### config.mk
export PLATFORM = sky130hd
export DESIGN_NAME = pch_regs
export DESIGN_NICKNAME = d
export VERILOG_FILES = /design/src/inc/pch_pkg.sv /design/src/core/pch_sync.sv /design/src/core/pch_regs.sv
export SDC_FILE = /design/constraint.sdc
export NUM_CORES = 1
export LEC_CHECK = 0
export BUFFER_PORTS_ARGS = -buffer_cell sky130_fd_sc_hd__buf_2
export CORE_MARGIN = 2
export CORE_UTILIZATION = 50
export DETAILED_ROUTE_END_ITERATION = 7
export HOLD_SLACK_MARGIN = 0.1
export PLACE_DENSITY = 0.8
export SLEW_MARGIN = 10
export SYNTH_ARGS = -nofsm -noshare
export SYNTH_HDL_FRONTEND = slang
export SYNTH_SLANG_ARGS = --single-unit
### constraint.sdc
create_clock -name clk -period 2.2 [get_ports clk]
set_clock_uncertainty 0.05 [all_clocks]
set_input_delay 0.22 -clock clk [delete_from_list [all_inputs] [get_ports clk]]
set_output_delay 0.22 -clock clk [all_outputs]
set_load 0.05 [all_outputs]
### src/inc/pch_pkg.sv
// Constants and types shared by the configuration header register set
package pch_pkg;

    ////////////////////////////////////////////////////////////////////////
    // Configuration offsets (byte addresses of dwords)
    localparam logic [7:0] CFG_MEM_BAR_A   = 8'h10; // Memory window base
    localparam logic [7:0] CFG_BAR_B       = 8'h14; // Memory or I/O base
    localparam logic [7:0] CFG_CAP_PTR     = 8'h34; // Capability pointer
    localparam logic [7:0] CFG_INT_LINE    = 8'h3C; // Line and pin
    localparam logic [7:0] CFG_EXT_INT     = 8'h48; // Ext interrupt ctrl
    localparam logic [7:0] CFG_HOT_SWAP    = 8'h80; // Hot-swap capability

    ////////////////////////////////////////////////////////////////////////
    // Window sizes as low address bits covered
    localparam int MEM_WIN_BITS = 24;              // 16 MB window
    localparam int IO_WIN_BITS  = 8;               // 256-byte window

    ////////////////////////////////////////////////////////////////////////
    // Base address register fields
    localparam int         MEM_PREF_BIT  = 3;      // Prefetchable flag
    localparam int         IO_SPACE_BIT  = 0;      // I/O space flag
    localparam logic [7:0] CAP_PTR_VALUE = 8'h80;  // Points at hot-swap
    localparam logic [7:0] INT_PIN_VALUE = 8'h01;  // Uses pin A

    ////////////////////////////////////////////////////////////////////////
    // External interrupt control and status fields
    localparam int EXT_PEND_BIT = 8;               // Pending, write 1 clear
    localparam int EXT_EN_BIT   = 9;               // Enable

    ////////////////////////////////////////////////////////////////////////
    // Hot-swap register fields
    localparam int         HS_MASK_BIT = 9;        // Enum output mask
    localparam int         HS_LED_BIT  = 11;       // Blue indicator
    localparam int         HS_INS_BIT  = 14;       // Insertion status
    localparam int         HS_EXT_BIT  = 15;       // Extraction status
    localparam logic [7:0] HS_NEXT_PTR = 8'h00;    // End of list
    localparam logic [7:0] HS_CAP_ID   = 8'h06;    // Hot-swap identifier

    ////////////////////////////////////////////////////////////////////////
    // Reset values
    localparam logic [31:0] RST_WORD = 32'h0000_0000; // Multi-bit stored state
    localparam logic        RST_BIT  = 1'b0;          // Single flags

    ////////////////////////////////////////////////////////////////////////
    // Configuration cycle request carried as one bundle
    typedef struct packed {
        logic        rd;     // Read strobe, one cycle
        logic        wr;     // Write strobe, one cycle
        logic [7:0]  addr;   // Dword-aligned offset
        logic [3:0]  be;     // Byte enables, high active
        logic [31:0] wdata;  // Write data
    } pch_cfg_req_type;

endpackage : pch_pkg

### src/core/pch_sync.sv
// Two-flop synchroniser for pin inputs
`timescale 1ns/10ps
module pch_sync #(
    parameter int WIDTH = 1
) (
    input  wire logic             clk,
    input  wire logic             rst,
    input  wire logic [WIDTH-1:0] async_in,
    input  wire logic [WIDTH-1:0] rst_value,
    output logic      [WIDTH-1:0] sync_out
);
    logic [WIDTH-1:0] stage1_reg;  // First stage, read only by second

    ////////////////////////////////////////////////////////////////////////
    // One chain per bit
    genvar i;
    generate
        for (i = 0; i < WIDTH; i++) begin : g_bit
            // Both stages reset to the idle level given
            always_ff @(posedge clk) begin
                if (rst) begin
                    stage1_reg[i] <= rst_value[i];
                    sync_out[i]   <= rst_value[i];
                end else begin
                    // Second stage is the only reader of the first
                    stage1_reg[i] <= async_in[i];
                    sync_out[i]   <= stage1_reg[i];
                end
            end
        end
    endgenerate

endmodule : pch_sync

### src/core/pch_regs.sv
// Configuration header register set of a PCI target
// Operation
// - Status bits clear only by writing one
// - Memory base bit 0 reads zero
// - Memory base bits 2-1 read 00
// - Memory base bit 3 reads one
// - Memory base size bits read zero
// - Memory hit on address match
// - Size split follows build-time window size
// - Memory base at 10h or 14h
// - I/O base at 14h, bit0 one
// - I/O base bits 7-2 read zero
// - I/O hit on address bits match
// - Capability pointer reads 80h with hot-swap
// - Capability pointer omitted without hot-swap
// - Interrupt line byte is plain storage
// - Interrupt pin byte reads 01h
// - Interrupt register omitted without interrupts
// - Pending bit sets on low input
// - Bit 9 enables external interrupt
// - Bit 11 drives blue LED
// - Hot-swap next pointer reads zero
// - Hot-swap identifier reads 06h
// - Capability-list status follows hot-swap option
`timescale 1ns/10ps
module pch_regs #(
    parameter bit HOT_SWAP_EN = 1'b1,  // Hot-swap capability present
    parameter bit INT_EN      = 1'b1,  // Interrupt support present
    parameter bit MEM_AT_B    = 1'b0,  // Memory base at 14h, not 10h
    parameter bit IO_EN       = 1'b1,  // I/O base present at 14h
    parameter int MEM_BITS    = pch_pkg::MEM_WIN_BITS, // Memory size
    parameter int IO_BITS     = pch_pkg::IO_WIN_BITS   // I/O size
) (
    input  wire logic                     clk,
    input  wire logic                     rst,
    input  wire pch_pkg::pch_cfg_req_type cfg_req,
    output logic [31:0]                   cfg_rdata,
    output logic                          cfg_rvalid,
    input  wire logic [31:0]              pci_addr,
    output logic                          mem_hit,
    output logic                          io_hit,
    input  wire logic                     external_interrupt_in_n,
    input  wire logic                     insert_evt,
    input  wire logic                     extract_evt,
    output logic                          inta_o,
    output logic                          inta_oe,
    output logic                          enum_o,
    output logic                          enum_oe,
    output logic                          led_blue,
    output logic                          cap_list_status
);
    import pch_pkg::*;

    ////////////////////////////////////////////////////////////////////////
    // Helper functions

    // Address select, used by read and write decode
    function automatic logic sel(input logic [7:0] a,
                                 input logic [7:0] off);
        sel = (a[7:2] == off[7:2]);
    endfunction : sel

    // Byte-lane merge of write data into an old value
    function automatic logic [31:0] merge(input logic [31:0] old_v,
                                          input logic [31:0] new_v,
                                          input logic [3:0]  be);
        logic [31:0] m;
        m = {{8{be[3]}}, {8{be[2]}}, {8{be[1]}}, {8{be[0]}}};
        merge = (new_v & m) | (old_v & ~m);
    endfunction : merge

    // Mask of writable compare bits above a window size
    function automatic logic [31:0] hi_mask(input int bits);
        hi_mask = 32'hFFFF_FFFF << bits;
    endfunction : hi_mask

    // Lane enable of a single bit position
    function automatic logic lane(input logic [3:0] be, input int bit_n);
        lane = be[bit_n / 8];
    endfunction : lane

    ////////////////////////////////////////////////////////////////////////
    // Build-time constants

    localparam logic [31:0] MEM_MASK = hi_mask(MEM_BITS);
    localparam logic [31:0] IO_MASK  = hi_mask(IO_BITS);
    localparam logic [7:0]  MEM_OFF  = MEM_AT_B ? CFG_BAR_B
                                                : CFG_MEM_BAR_A;
    localparam bit          IO_HERE  = IO_EN && !MEM_AT_B;

    ////////////////////////////////////////////////////////////////////////
    // Declarations

    logic [31:0] mem_base_reg;   // Writable memory compare bits
    logic [31:0] io_base_reg;    // Writable I/O compare bits
    logic [7:0]  int_line_reg;   // Interrupt line storage
    logic        ext_pend_reg;   // External interrupt pending
    logic        ext_en_reg;     // External interrupt enable
    logic        hs_mask_reg;    // Enum output mask
    logic        hs_led_reg;     // Blue LED control
    logic        hs_ins_reg;     // Insertion status
    logic        hs_ext_reg;     // Extraction status
    logic [31:0] rdata_next;     // Read mux result
    logic        ext_int_n_s;    // Synchronised interrupt input
    logic        wr;             // Write strobe
    logic [3:0]  be;             // Write byte enables
    logic [31:0] wd;             // Write data

    assign wr = cfg_req.wr;
    assign be = cfg_req.be;
    assign wd = cfg_req.wdata;

    ////////////////////////////////////////////////////////////////////////
    // Pin synchroniser for the external interrupt

    pch_sync #(
        .WIDTH     (1)
    ) u_ext_sync (
        .clk       (clk),
        .rst       (rst),
        .async_in  (external_interrupt_in_n),
        .rst_value (1'b1),
        .sync_out  (ext_int_n_s)
    );

    ////////////////////////////////////////////////////////////////////////
    // Memory window base

    // Only the compare bits above the window size are stored
    always_ff @(posedge clk) begin
        if (rst) begin
            mem_base_reg <= RST_WORD;
        end else if (wr && sel(cfg_req.addr, MEM_OFF)) begin
            mem_base_reg <= merge(mem_base_reg, wd, be) & MEM_MASK;
        end
    end

    ////////////////////////////////////////////////////////////////////////
    // I/O window base

    // Present only when memory base sits at 10h
    always_ff @(posedge clk) begin
        if (rst) begin
            io_base_reg <= RST_WORD;
        end else if (IO_HERE && wr && sel(cfg_req.addr, CFG_BAR_B)) begin
            io_base_reg <= merge(io_base_reg, wd, be) & IO_MASK;
        end
    end

    ////////////////////////////////////////////////////////////////////////
    // Address hit decode

    // Compare stored bits against the bus address
    always_comb begin
        mem_hit = ((pci_addr & MEM_MASK) == mem_base_reg);
        io_hit  = IO_HERE &&
                  ((pci_addr & IO_MASK) == io_base_reg);
    end

    ////////////////////////////////////////////////////////////////////////
    // Interrupt line storage

    // Plain storage, read back only, drives nothing
    always_ff @(posedge clk) begin
        if (rst) begin
            int_line_reg <= RST_WORD[7:0];
        end else if (INT_EN && wr && be[0] &&
                     sel(cfg_req.addr, CFG_INT_LINE)) begin
            int_line_reg <= wd[7:0];
        end
    end

    ////////////////////////////////////////////////////////////////////////
    // External interrupt enable

    // Written directly, one means enabled
    always_ff @(posedge clk) begin
        if (rst) begin
            ext_en_reg <= RST_BIT;
        end else if (wr && lane(be, EXT_EN_BIT) &&
                     sel(cfg_req.addr, CFG_EXT_INT)) begin
            ext_en_reg <= wd[EXT_EN_BIT];
        end
    end

    ////////////////////////////////////////////////////////////////////////
    // External interrupt pending

    // Low input sets; write one clears; set wins over clear
    always_ff @(posedge clk) begin
        if (rst) begin
            ext_pend_reg <= RST_BIT;
        end else if (!ext_int_n_s) begin
            ext_pend_reg <= 1'b1;
        end else if (wr && lane(be, EXT_PEND_BIT) && wd[EXT_PEND_BIT] &&
                     sel(cfg_req.addr, CFG_EXT_INT)) begin
            ext_pend_reg <= 1'b0;
        end
    end

    ////////////////////////////////////////////////////////////////////////
    // Interrupt pin drive

    // Open drain: pull low while pending and enabled
    always_comb begin
        inta_o  = 1'b0;
        inta_oe = INT_EN && ext_pend_reg && ext_en_reg;
    end

    ////////////////////////////////////////////////////////////////////////
    // Hot-swap control bits

    // Mask and LED are plain writable bits
    always_ff @(posedge clk) begin
        if (rst) begin
            hs_mask_reg <= RST_BIT;
            hs_led_reg  <= RST_BIT;
        end else if (HOT_SWAP_EN && wr && be[1] &&
                     sel(cfg_req.addr, CFG_HOT_SWAP)) begin
            hs_mask_reg <= wd[HS_MASK_BIT];
            hs_led_reg  <= wd[HS_LED_BIT];
        end
    end

    ////////////////////////////////////////////////////////////////////////
    // Hot-swap insertion status

    // Event sets; write one clears; set wins over clear
    always_ff @(posedge clk) begin
        if (rst) begin
            hs_ins_reg <= RST_BIT;
        end else if (HOT_SWAP_EN && insert_evt) begin
            hs_ins_reg <= 1'b1;
        end else if (wr && lane(be, HS_INS_BIT) && wd[HS_INS_BIT] &&
                     sel(cfg_req.addr, CFG_HOT_SWAP)) begin
            hs_ins_reg <= 1'b0;
        end
    end

    ////////////////////////////////////////////////////////////////////////
    // Hot-swap extraction status

    // Event sets; write one clears; set wins over clear
    always_ff @(posedge clk) begin
        if (rst) begin
            hs_ext_reg <= RST_BIT;
        end else if (HOT_SWAP_EN && extract_evt) begin
            hs_ext_reg <= 1'b1;
        end else if (wr && lane(be, HS_EXT_BIT) && wd[HS_EXT_BIT] &&
                     sel(cfg_req.addr, CFG_HOT_SWAP)) begin
            hs_ext_reg <= 1'b0;
        end
    end

    ////////////////////////////////////////////////////////////////////////
    // Hot-swap pin outputs

    // Enum pulled low on pending status unless masked
    always_comb begin
        enum_o   = 1'b0;
        enum_oe  = (hs_ins_reg || hs_ext_reg) && !hs_mask_reg;
        led_blue = hs_led_reg;
    end

    // Status capability-list bit follows the build option
    assign cap_list_status = HOT_SWAP_EN;

    ////////////////////////////////////////////////////////////////////////
    // Read multiplexer

    // Fixed fields are merged in; unmapped offsets read zero
    always_comb begin
        rdata_next = RST_WORD;
        if (sel(cfg_req.addr, MEM_OFF)) begin
            // Bits 2-0 zero, size bits zero, bit 3 set
            rdata_next = mem_base_reg;
            rdata_next[MEM_PREF_BIT] = 1'b1;
        end else if (IO_HERE && sel(cfg_req.addr, CFG_BAR_B)) begin
            // Bit 1 and size bits zero, bit 0 set
            rdata_next = io_base_reg;
            rdata_next[IO_SPACE_BIT] = 1'b1;
        end else if (HOT_SWAP_EN && sel(cfg_req.addr, CFG_CAP_PTR)) begin
            // Absent without hot-swap, so reads zero
            rdata_next[7:0] = CAP_PTR_VALUE;
        end else if (INT_EN && sel(cfg_req.addr, CFG_INT_LINE)) begin
            // Line storage and fixed pin code
            rdata_next[15:0] = {INT_PIN_VALUE, int_line_reg};
        end else if (sel(cfg_req.addr, CFG_EXT_INT)) begin
            // Pending and enable, rest reserved
            rdata_next[EXT_PEND_BIT] = ext_pend_reg;
            rdata_next[EXT_EN_BIT]   = ext_en_reg;
        end else if (HOT_SWAP_EN && sel(cfg_req.addr, CFG_HOT_SWAP)) begin
            // Identifier, list end and control bits
            rdata_next[31:24]       = HS_CAP_ID;
            rdata_next[23:16]       = HS_NEXT_PTR;
            rdata_next[HS_MASK_BIT] = hs_mask_reg;
            rdata_next[HS_LED_BIT]  = hs_led_reg;
            rdata_next[HS_INS_BIT]  = hs_ins_reg;
            rdata_next[HS_EXT_BIT]  = hs_ext_reg;
        end else begin
            // Unmapped offset
            rdata_next = RST_WORD;
        end
    end

    ////////////////////////////////////////////////////////////////////////
    // Read data register

    // Data captured on the read strobe, valid one cycle later
    always_ff @(posedge clk) begin
        if (rst) begin
            cfg_rdata  <= RST_WORD;
            cfg_rvalid <= RST_BIT;
        end else begin
            cfg_rvalid <= cfg_req.rd;
            if (cfg_req.rd) begin
                cfg_rdata <= rdata_next;
            end
        end
    end

endmodule : pch_regs

==> Word-level counts from Yosys, hierarchy flattened <==
Cells that the tools add are included.
{ "word_totals": {"register_bits": 81, "latch_bits": 0, "mem_bits_rw": 0, "romBits": 0, "in_bits": 83, "output_inout_bits": 41, "wordCells": 64, "memories": 0} }
{ "op_classes": {"n_addsub": 0, "multipliers": 0, "n_div": 0, "order_cmp": 0, "eq_ne": 9, "shift": 0, "muxes": 17, "bitwise_logic": 6, "reduce_logical": 19} }
{ "op_table": {"columns": ["operator", "n"], "rows": [
  ["32-bit bitwise AND", 3],
  ["32-bit 2-to-1 mux", 2],
  ["32-bit bitwise OR", 2],
  ["32-bit NOT", 1],
  ["24-bit equality test", 1],
  ["24-bit 2-to-1 mux", 1],
  ["17-bit 2-to-1 mux", 1],
  ["16-bit 2-to-1 mux", 1],
  ["1-bit logical AND", 15],
  ["13-bit 2-to-1 mux", 1],
  ["6-bit by 3-bit equality test with 1-bit output, second input constant", 2],
  ["6-bit by 4-bit equality test with 1-bit output, second input constant", 2],
  ["11-bit 2-to-1 mux", 1],
  ["8-bit equality test", 1],
  ["1-bit 2-to-1 mux", 8],
  ["8-bit 2-to-1 mux", 1],
  ["6-bit by 5-bit equality test with 1-bit output, second input constant", 1],
  ["6-bit equality test, second input constant", 1],
  ["2-bit nonzero test", 2],
  ["2-bit 2-to-1 mux", 1],
  ["2-bit != test, second input constant", 1],
  ["1-bit zero test", 1],
  ["1-bit logical OR", 1]
]} }

==> Longest topological paths before layout <==
Gate-level depths: netlist of the first run.
{ "depth": {"depth_word": 7, "ltp_mapped": 6} }

==> Cells and area by module <==
From an unflattened synthesis of the first run, not the netlist that was laid out.
{ "hier_totals": {"cells_unflattened": 386, "hier_area_um2": 3623.5} }
{ "by_module_without_submodules": {"columns": ["module", "instances", "cells_per_inst", "area_each_um2", "seq_area_each_um2"], "rows": [
  ["pch_regs", 1, 382, 3560.9, 1581.5],
  ["pch_sync", 1, 4, 62.6, 40.0]
]} }

==> Worst setup path before layout of the first run <==
No wires, ideal clock.
{ "synth_timing": {"path_kind": "reg-to-output", "start": "reg with a tool-made name", "end": "out io_hit", "arrival_ns": 1.884, "t_required_ns": 1.930, "setup_slack_ns": 0.046, "stages_incl_launch_ff": 5, "path_buffers": 0, "cell_sequence": "dfxtp_1 > xor2_1 > nor4_1 > nand4_1 > nor3_1"} }
{ "synth_lines": {"columns": ["element", "line", "source"], "rows": [
  ["end, declared", "pch_regs.sv:41", "output logic io_hit,"]
]} }

==> impl_metrics.yaml, run 1 <==
run_status:
  status: "finished clean"
worst_setup_path:
  required_ns: 1.93
  worst_path_max_delay_cell: "nor4_1"
  crit_arrival_ns: 1.84
  start_kind: "flip-flop"
  cp_slowest_stage_delay_ns: 0.41
  endpoint_kind: "output pin"
  crit_family: "simple AND/OR/NAND/NOR gates"
  critical_path.cell_chain: "xor2_1, nor4_1, nand4_1, nor3_1, clkbuf_4"
  path_buf_inv: 1
  crit_path_max_fanout: 3
  crit_type: "flip-flop to output pin"
floorplan:
  fp.dieW_um: 89.16
  coreArea_um2: 7137
  start_util: 0.5081
  io_pins: 124
  rows: 31
  die_area_um2: 7950
  chipHeight_um: 89.16
grt:
  grt_pass1_vias: 3097
  grt_overflow: 0
  track_usage: 0.2353
  antenna_found_initial: 0
  grt_max_degree: 53
  grt_pass1_wl_um: 14390
sta:
  rsz0062_at_grt: "no"
  fin_crit_sh: 0.9587
  fin_tns_setup_ns: 0
  relSlewSlack: 0.5506
  setup_violations: 0
  finalMaxSlewViolations: 0
  hold_ws_ns: 0.1147
  tightest_slew_ns: 0.6727
  period_minus_slack_ns: 2.109
  fmax_mhz: 474.1
  final_hold_viol_count: 0
final_layout:
  final_cell_mix: "109 x buf_2, 81 x dfxtp_1, 55 x nor2_1, 44 x mux2i_1, 34 x dlygate4sd3_1"
  area_delta_synth_final_pct: 32.88
  drive_above_1_share: 0.2732
  utilization: 0.6751
  final_common_cell: "buf_2"
  final_nets: 616
  antenna_cells: 0
clocking:
  clkLatencyLatePin_ns: 0.34
  postCtsSetupRepairBufs: 0
  numClockSinks: 81
  cts_made_buffers: 9
  h-tree-depth: 3
  cts_tree: "built"
  cts.reportedPaths.clkPinSlew_ns: 0.08
  cts_buffer_depth: 2
  cts_root_buffer: "clkbuf_8"
yosys:
  synth_area_per_cell_um2: 9.297
  ys_seq_elements: 81
  synth_cell_type_count: 40
  ys.flop_type: "dfxtp_1"
  ys_seq_area_frac: 0.4472
  synth_edf_count: 0
  async_flop_share: 0
  netlist_area_um2: 3626
  yosys_warnings: 0
  synthCells: 390
placement:
  place_congestion: 0.8451
  dp_hpwl_um: 6354
  port_buffers: 110
power_and_ir_drop:
  p_leak_nw: 2.080
  ir_drop_uv: 471.3
  p_per_area_nw_per_um2: 607.9
drt:
  vias: 3184
  ant_nets: 0
  route.detailed.drc: 0
  wl_um: 9173
  vias_per_cell: 4.998
  wl_per_cell_um: 14.40
  drtIter0Drc: 223
  dr.pass1.iters: 4
worst_hold_path:
  hold_class: "input port to flip-flop"
run:
  cap_violations: 0
==> routing by layer <==
layer | wire length (µm) | GRT usage | vias to the layer above | part of all wire
met3 | 460 | 0.03970 | 10 | 0.050
li1 | - | - | 1624 | -
met2 | 4474 | 0.4101 | 88 | 0.49
met4 | 107 | 0.07870 | 0 | 0.012
met5 | 0 | 0 | - | 0
met1 | 4131 | 0.2953 | 1462 | 0.45
==> timing repair <==
action | in CTS | in global routing
hold endpoints to repair | 41 | 0
endpoints found under the setup margin | 0 | 1
hold buffers | 34 | 0
resized for setup | 0 | 1
==> worst paths after layout <==
path	endpoint	start	slack (ns)	cells after the start
setup / recovery	io_hit	flip-flop	0.09	5
setup reg to reg	cfg_rdata[31]$_SDFFE_PP0P_	flip-flop	1.26	3
hold reg to reg	ext_pend_reg$_SDFFE_PP0P_	u_ext_sync.sync_out$_SDFF_PP1_	0.35	1
hold / removal	flip-flop	cfg_req[26]	0.11	3
==> logic make-up (layout without fill, tap and decap cells) <==
logic type | after synthesis | after routing | synth area share
compound gates | 43 | 43 | 0.07074
buf+inv | 28 | 175 | 0.03692
mux | 50 | 50 | 0.1401
simple gates | 154 | 154 | 0.2257
other cells | 2 | 3 | 0.002071
flops | 81 | 81 | 0.4472
xor+xnor | 32 | 32 | 0.07729
==> where the power goes <==
group	switching [mW]	internal, mW
clock network	0.518	0.638
logic	0.155	0.138
registers	0.00612	1.47
total	0.679	2.25
==> cell type report <==
class	instances	area, µm²
clock inverters	5	80.08
well taps	99	123.9
fillers	608	2318
repair buffers	154	968.4
inverters	5	18.77
multi-input cells	282	1874
clock buffers	11	131.4
flip-flops and latches	81	1622
==> cell usage after synthesis, types with 5 or more instances <==
cell type | number | area share
a32oi_1 | 5 | 0.012
a21oi_1 | 27 | 0.037
xor2_1 | 16 | 0.039
nand4_1 | 6 | 0.010
clkbuf_1 | 13 | 0.013
mux2i_1 | 44 | 0.12
nand2b_1 | 23 | 0.040
xnor2_1 | 16 | 0.039
nand2_1 | 16 | 0.017
inv_1 | 5 | 0.0052
nand3_1 | 23 | 0.032
mux2_2 | 6 | 0.019
dfxtp_1 | 81 | 0.45
nor2_1 | 55 | 0.057
==> metrics by stage <==
stage               cells  power [mW]  worst slack, ns  cell area, µm²
floorplan             391       1.651          0.04594            3630
global placement      587       1.756           0.3538            4264
detailed placement    587       1.758           0.3286            4264
CTS                   637       2.952          0.05948            4816
global route          637       3.046          0.01439            4818
finish                637       2.929          0.09088            4818
==> tightest hold or removal path, stage by stage <==
cell and delay (ns):
buf_2 0.10, mux2i_1 0.07, nor2_1 0.08
Note: power is estimated with default switching activity, not from simulation.
==> run 2, diff against run 1 <==
--- a/config.mk
+++ b/config.mk
@@ -8,8 +8,9 @@
 export BUFFER_PORTS_ARGS = -buffer_cell sky130_fd_sc_hd__buf_2
 export CORE_MARGIN = 2
-export CORE_UTILIZATION = 50
+export CORE_UTILIZATION = 45
 export DETAILED_ROUTE_END_ITERATION = 7
 export HOLD_SLACK_MARGIN = 0.1
-export PLACE_DENSITY = 0.8
+export PLACE_DENSITY = 0.73
+export RECOVER_POWER = 25
 export SLEW_MARGIN = 10
 export SYNTH_ARGS = -nofsm -noshare
--- a/constraint.sdc
+++ b/constraint.sdc
@@ -3,3 +3,3 @@
 set_input_delay 0.22 -clock clk [delete_from_list [all_inputs] [get_ports clk]]
 set_output_delay 0.22 -clock clk [all_outputs]
-set_load 0.05 [all_outputs]
+set_load 0.005 [all_outputs]
==> run 2 against run 1 <==
The flow now finishes with violations (capacitance limit, slew limit). First-iteration DRC count decreased by 60%. Routed wire length grew 1.8%. Critical path depth did not move. Critical path type unchanged. Critical endpoint unchanged.
==> impl_metrics.yaml, run 2 (synthesis results as in run 1) <==
floorplan:
  coreArea_um2: 7767
  start_util: 0.4668
  io_pins: 124
  rows: 32
  die_area_um2: 8792
  chipHeight_um: 93.77
  fp.dieW_um: 93.77
final_layout:
  fillers: 723
  utilization: 0.6192
  final_cell_mix: "99 x buf_2, 81 x dfxtp_1, 55 x nor2_1, 44 x mux2i_1, 34 x dlygate4sd3_1"
  final_common_cell: "buf_2"
  final-seq-area_um2: 1622
  drive_above_1_share: 0.2523
  antenna_cells: 0
  final_nets: 617
  multiInputGateArea_um2: 1874
  area_delta_synth_final_pct: 32.64
power_and_ir_drop:
  p_total_mw: 2.921
  clkPwrFrac: 0.401
  ir_drop_uv: 411.4
  switching_power_uw: 671.0
  power_frac_comb: 0.093
  p_per_area_nw_per_um2: 607.3
  pwr-share-seq: 0.507
  internal_power_mw: 2.250
  switching_share: 0.2298
  p_leak_nw: 2.036
clocking:
  cts.reportedPaths.clkPinSlew_ns: 0.08
  numClockSinks: 81
  cts_root_buffer: "clkbuf_8"
  clkLatencyLatePin_ns: 0.36
  cts_made_buffers: 9
  postCtsSetupRepairBufs: 0
  cts_tree: "built"
  cts_buffer_depth: 2
  h-tree-depth: 3
worst_setup_path:
  critical_path.cell_chain: "xor2_1, nor4_1, nand4_1, nor3_1, buf_2"
  endpoint_kind: "output pin"
  crit_arrival_ns: 1.73
  crit_type: "flip-flop to output pin"
  cp_slowest_stage_delay_ns: 0.42
  worst_path_max_delay_cell: "nor4_1"
  start_kind: "flip-flop"
  crit_path_max_fanout: 3
  required_ns: 1.93
sta:
  final_hold_viol_count: 0
  tightest_slew_ns: 1.782
  relSlewSlack: -0.1882
  finalMaxSlewViolations: 42
  fmax_mhz: 500.5
  period_minus_slack_ns: 1.998
  setup_violations: 0
  setup_ws_ns: 0.2020
  rsz0062_at_grt: "no"
  fin_crit_sh: 0.9082
  fin_tns_setup_ns: 0
placement:
  place_congestion: 0.8412
  dp_hpwl_um: 6410
  port_buffers: 110
  place_ws_ns: 0.3095
drt:
  ant_nets: 0
  wl_per_cell_um: 14.56
  dr.pass1.iters: 4
  wl_um: 9334
  vias: 3252
  drtIter0Drc: 90
  route.detailed.drc: 0
  vias_per_cell: 5.073
grt:
  grt_overflow: 0
  top_usage_layer: "met2"
  met3_usage: 0.04254
  grt_max_degree: 53
  use_met1: 0.2667
  grt_pass1_wl_um: 15290
  grt_pass1_vias: 3283
  antenna_found_initial: 0
  met2_usage: 0.3851
  track_usage: 0.2235
run:
  cap_violations: 1
run_status:
  status: "finished with violations"
  violations: "capacitance limit, slew limit"
worst_hold_path:
  hold_class: "input port to flip-flop"
## run 2: cell count changes in the layout (fill, tap and decap cells not counted)
cell / delta
buf_2: -10
clkbuf_4: -1
clkbuf_1: +12
## run 2: power by group through the flow
stage | combinational [mW] | clock [mW] | sequential (mW)
global placement | 0.221 | 0 | 1.51
floorplan | 0.112 | 0 | 1.51
finish | 0.270 | 1.17 | 1.48
global route | 0.296 | 1.26 | 1.48
CTS | 0.271 | 1.20 | 1.48
detailed placement | 0.223 | 0 | 1.51
## run 2: worst paths after layout
kind / startpoint / end / slack (ns) / cells after the start
worst min-delay path: cfg_req[9] / hs_mask_reg$_SDFFE_PP0P_ / 0.12 / 3
worst min register to register: u_ext_sync.sync_out$_SDFF_PP1_ / ext_pend_reg$_SDFFE_PP0P_ / 0.36 / 1
worst max register to register: cfg_rdata[8]$_SDFFE_PP0P_ / cfg_rdata[8]$_SDFFE_PP0P_ / 1.25 / 3
worst max-delay path: flip-flop / io_hit / 0.20 / 5
## run 2: layer usage
metal,vias to the layer above,part of all wire
met3,16,0.055
met5,-,0
li1,1625,-
met1,1514,0.43
met2,97,0.49
met4,0,0.025
## run 2: worst max-delay path, delay by kind of cell (launching register included)
family	cells	cell delay, ns
flip-flops	1	0.34
buffers and inverters	1	0.15
AND/OR/NAND/NOR	3	0.71
XOR/XNOR	1	0.17
## run 2: cell type report
class	count	area share
flip-flops and latches	81	0.3371
repair buffers	155	0.1988
multi-input cells	282	0.3897
inverters	5	0.003902
clock inverters	5	0.01665
well taps	102	0.02653
clock buffers	11	0.02732
## run 2: what timing repair did
item | 4_1_cts | 5_1_grt
endpoints found under the hold margin | 43 | 0
endpoints found under the setup margin | 0 | 0
gates resized for setup | 0 | 0
hold buffers | 34 | 0
## run 2: stage by stage
step	instance area [µm²]	cells	hold WS, ns
floorplan	3630	391	0.2738
global placement	4275	591	0.3377
detailed placement	4275	591	0.3488
CTS	4827	641	0.1065
global route	4810	641	0.1179
finish	4810	641	0.1233
==> run 3, diff against run 2 <==
- CORE_UTILIZATION: 45 -> 25
- PLACE_DENSITY: 0.73 -> default
- RECOVER_POWER: 25 -> 50
==> run 3 against run 2 <==
The run now ends clean. Register-to-register slack lost 0.03 ns. Flip-flop and latch count is the same. Final area grew 4.1%. Final cell count grew 13%. Setup slack lost 0.071 ns. Fmax shrank 3.4%. Via count grew 1.8%. Routed wire length grew 18%. Global-route usage shrank 7.9 points. First-iteration DRC count grew 63%. Power grew 13%. Sequential share of layout area shrank 1.3 points. Largest power group is now the clock network.
==> impl_metrics.yaml, run 3 (synthesis results as in run 1) <==
placement:
  dp_hpwl_um: 7983
  dp.cells: 678
  port_buffers: 110
  place_congestion: 0.8160
sta:
  rsz0062_at_grt: "no"
  fmax_mhz: 483.3
  relSlewSlack: 0.3854
  final_hold_viol_count: 0
  finalMaxSlewViolations: 0
  period_minus_slack_ns: 2.069
  fin_tns_setup_ns: 0
  tightest_slew_ns: 0.9218
  fin_crit_sh: 0.9404
  setup_violations: 0
  hold_ws_ns: 0.1122
run_status:
  status: "finished clean"
worst_setup_path:
  required_ns: 1.93
  crit_arrival_ns: 1.80
  crit_type: "flip-flop to output pin"
  r2r_cells: 3
  endpoint_kind: "output pin"
  cp_slowest_stage_delay_ns: 0.47
  reg2reg_to: "cfg_rdata[31]$_SDFFE_PP0P_"
  crit_path_max_fanout: 3
  critical_path.cell_chain: "xor2_1, nor4_1, nand4_1, nor3_1, buf_2"
  rrSetupSlack_ns: 1.22
  worst_path_max_delay_cell: "nor4_1"
  start_kind: "flip-flop"
clocking:
  cts_buffer_depth: 2
  h-tree-depth: 3
  cts_root_buffer: "clkbuf_16"
  cts_made_buffers: 9
  numClockSinks: 81
  cts_resized: 0
  cts_hold_buf: 32
  cts_tree: "built"
  cts.reportedPaths.clkPinSlew_ns: 0.06
  clkLatencyLatePin_ns: 0.34
  postCtsSetupRepairBufs: 0
final_layout:
  drive_above_1_share: 0.2417
  area_delta_synth_final_pct: 38.03
  fillers: 1468
  multiInputGateArea_um2: 1874
  final-seq-area_um2: 1622
  utilization: 0.3483
  final_nets: 620
  final_cell_mix: "89 x buf_2, 81 x dfxtp_1, 55 x nor2_1, 44 x mux2i_1, 32 x dlygate4sd3_1"
  final_common_cell: "buf_2"
  final_cells: 726
  antenna_cells: 0
drt:
  wl_um: 11050
  dr.pass1.iters: 4
  wl_per_cell_um: 15.22
  route.detailed.drc: 0
  ant_nets: 0
  vias: 3310
  vias_per_cell: 4.559
  drtIter0Drc: 147
worst_hold_path:
  hold_depth: 3
  min_from: "cfg_req[31]"
  hold_class: "input port to flip-flop"
power_and_ir_drop:
  power_frac_comb: 0.085
  p_leak_nw: 2.056
  pwr-share-seq: 0.449
  internal_power_mw: 2.555
  p_per_area_nw_per_um2: 659.9
  ir_drop_uv: 314.5
  p_total_mw: 3.302
  switching_share: 0.2264
  clkPwrFrac: 0.466
  switching_power_uw: 747.6
floorplan:
  start_util: 0.2524
  fp.dieW_um: 124.4
  rows: 44
  chipHeight_um: 124.4
  coreArea_um2: 14370
  io_pins: 124
  die_area_um2: 15480
grt:
  grt_pass1_vias: 3354
  top_usage_layer: "met2"
  grt_pass1_wl_um: 17500
  grt_max_degree: 44
  antenna_found_initial: 0
  grt_overflow: 0
  met3_usage: 0.04124
  use_met1: 0.1768
  met2_usage: 0.2427
  track_usage: 0.1443
run:
  cap_violations: 0
run 3: cell count changes in the layout (fill, tap and decap cells not counted), sizes merged:
cell and delta:
clkinv +1, dlygate4sd3 -2, buf -7, clkbuf +13
clkinvlp -1, bufinv -1
run 3: cell type report:
class	instances	area share
Multi-Input combinational cell	282	0.3745
Sequential cell	81	0.3240
Timing Repair Buffer	158	0.1902
Clock buffer	12	0.05125
Tap cell	184	0.04600
Clock inverter	4	0.01025
Inverter	5	0.003750
run 3: worst max path at each step:
| stage | cells past startpoint | slack, ns | end | startpoint |
|---|---|---|---|---|
| floorplan | 5 | 0.60 | flip-flop | cfg_req[43] |
| global placement | 6 | 0.36 | int_line_reg[5]$_SDFFE_PP0P_ | cfg_req[38] |
| detailed placement | 6 | 0.37 | int_line_reg[7]$_SDFFE_PP0P_ | cfg_req[38] |
| CTS | 5 | 0.07 | io_hit | flip-flop |
| global route | 5 | 0.007 | io_hit | flip-flop |
| finish | 5 | 0.13 | io_hit | flip-flop |
run 3: layer usage:
metal	vias to the layer above	share of wire	wire length, µm
met5	-	0	0
met4	0	0.013	143
met2	112	0.48	5261
li1	1643	-	-
met3	11	0.061	676
met1	1544	0.45	4971
run 3: per-stage QoR:
step                      cell area (µm²)  setup slack, ns
after detailed placement             4415           0.3654
after global routing                 5005         0.006765
after CTS                            5044          0.07298
final                                5005           0.1310
after global placement               4415           0.3636
after floorplan                      3630           0.6033
run 3: power by group through the flow:
stage	clock (mW)	sequential [mW]	combinational, mW
final	1.54	1.48	0.280
after detailed placement	0	1.51	0.240
after global placement	0	1.51	0.236
after global routing	1.68	1.48	0.306
after floorplan	0	1.51	0.112
after CTS	1.60	1.48	0.285
run 3: critical path, delay by kind of cell (launching register included):
family	cells	cell delay [ns]
flip-flops	1	0.33
XOR/XNOR	1	0.19
AND/OR/NAND/NOR	3	0.78
buffers and inverters	1	0.16
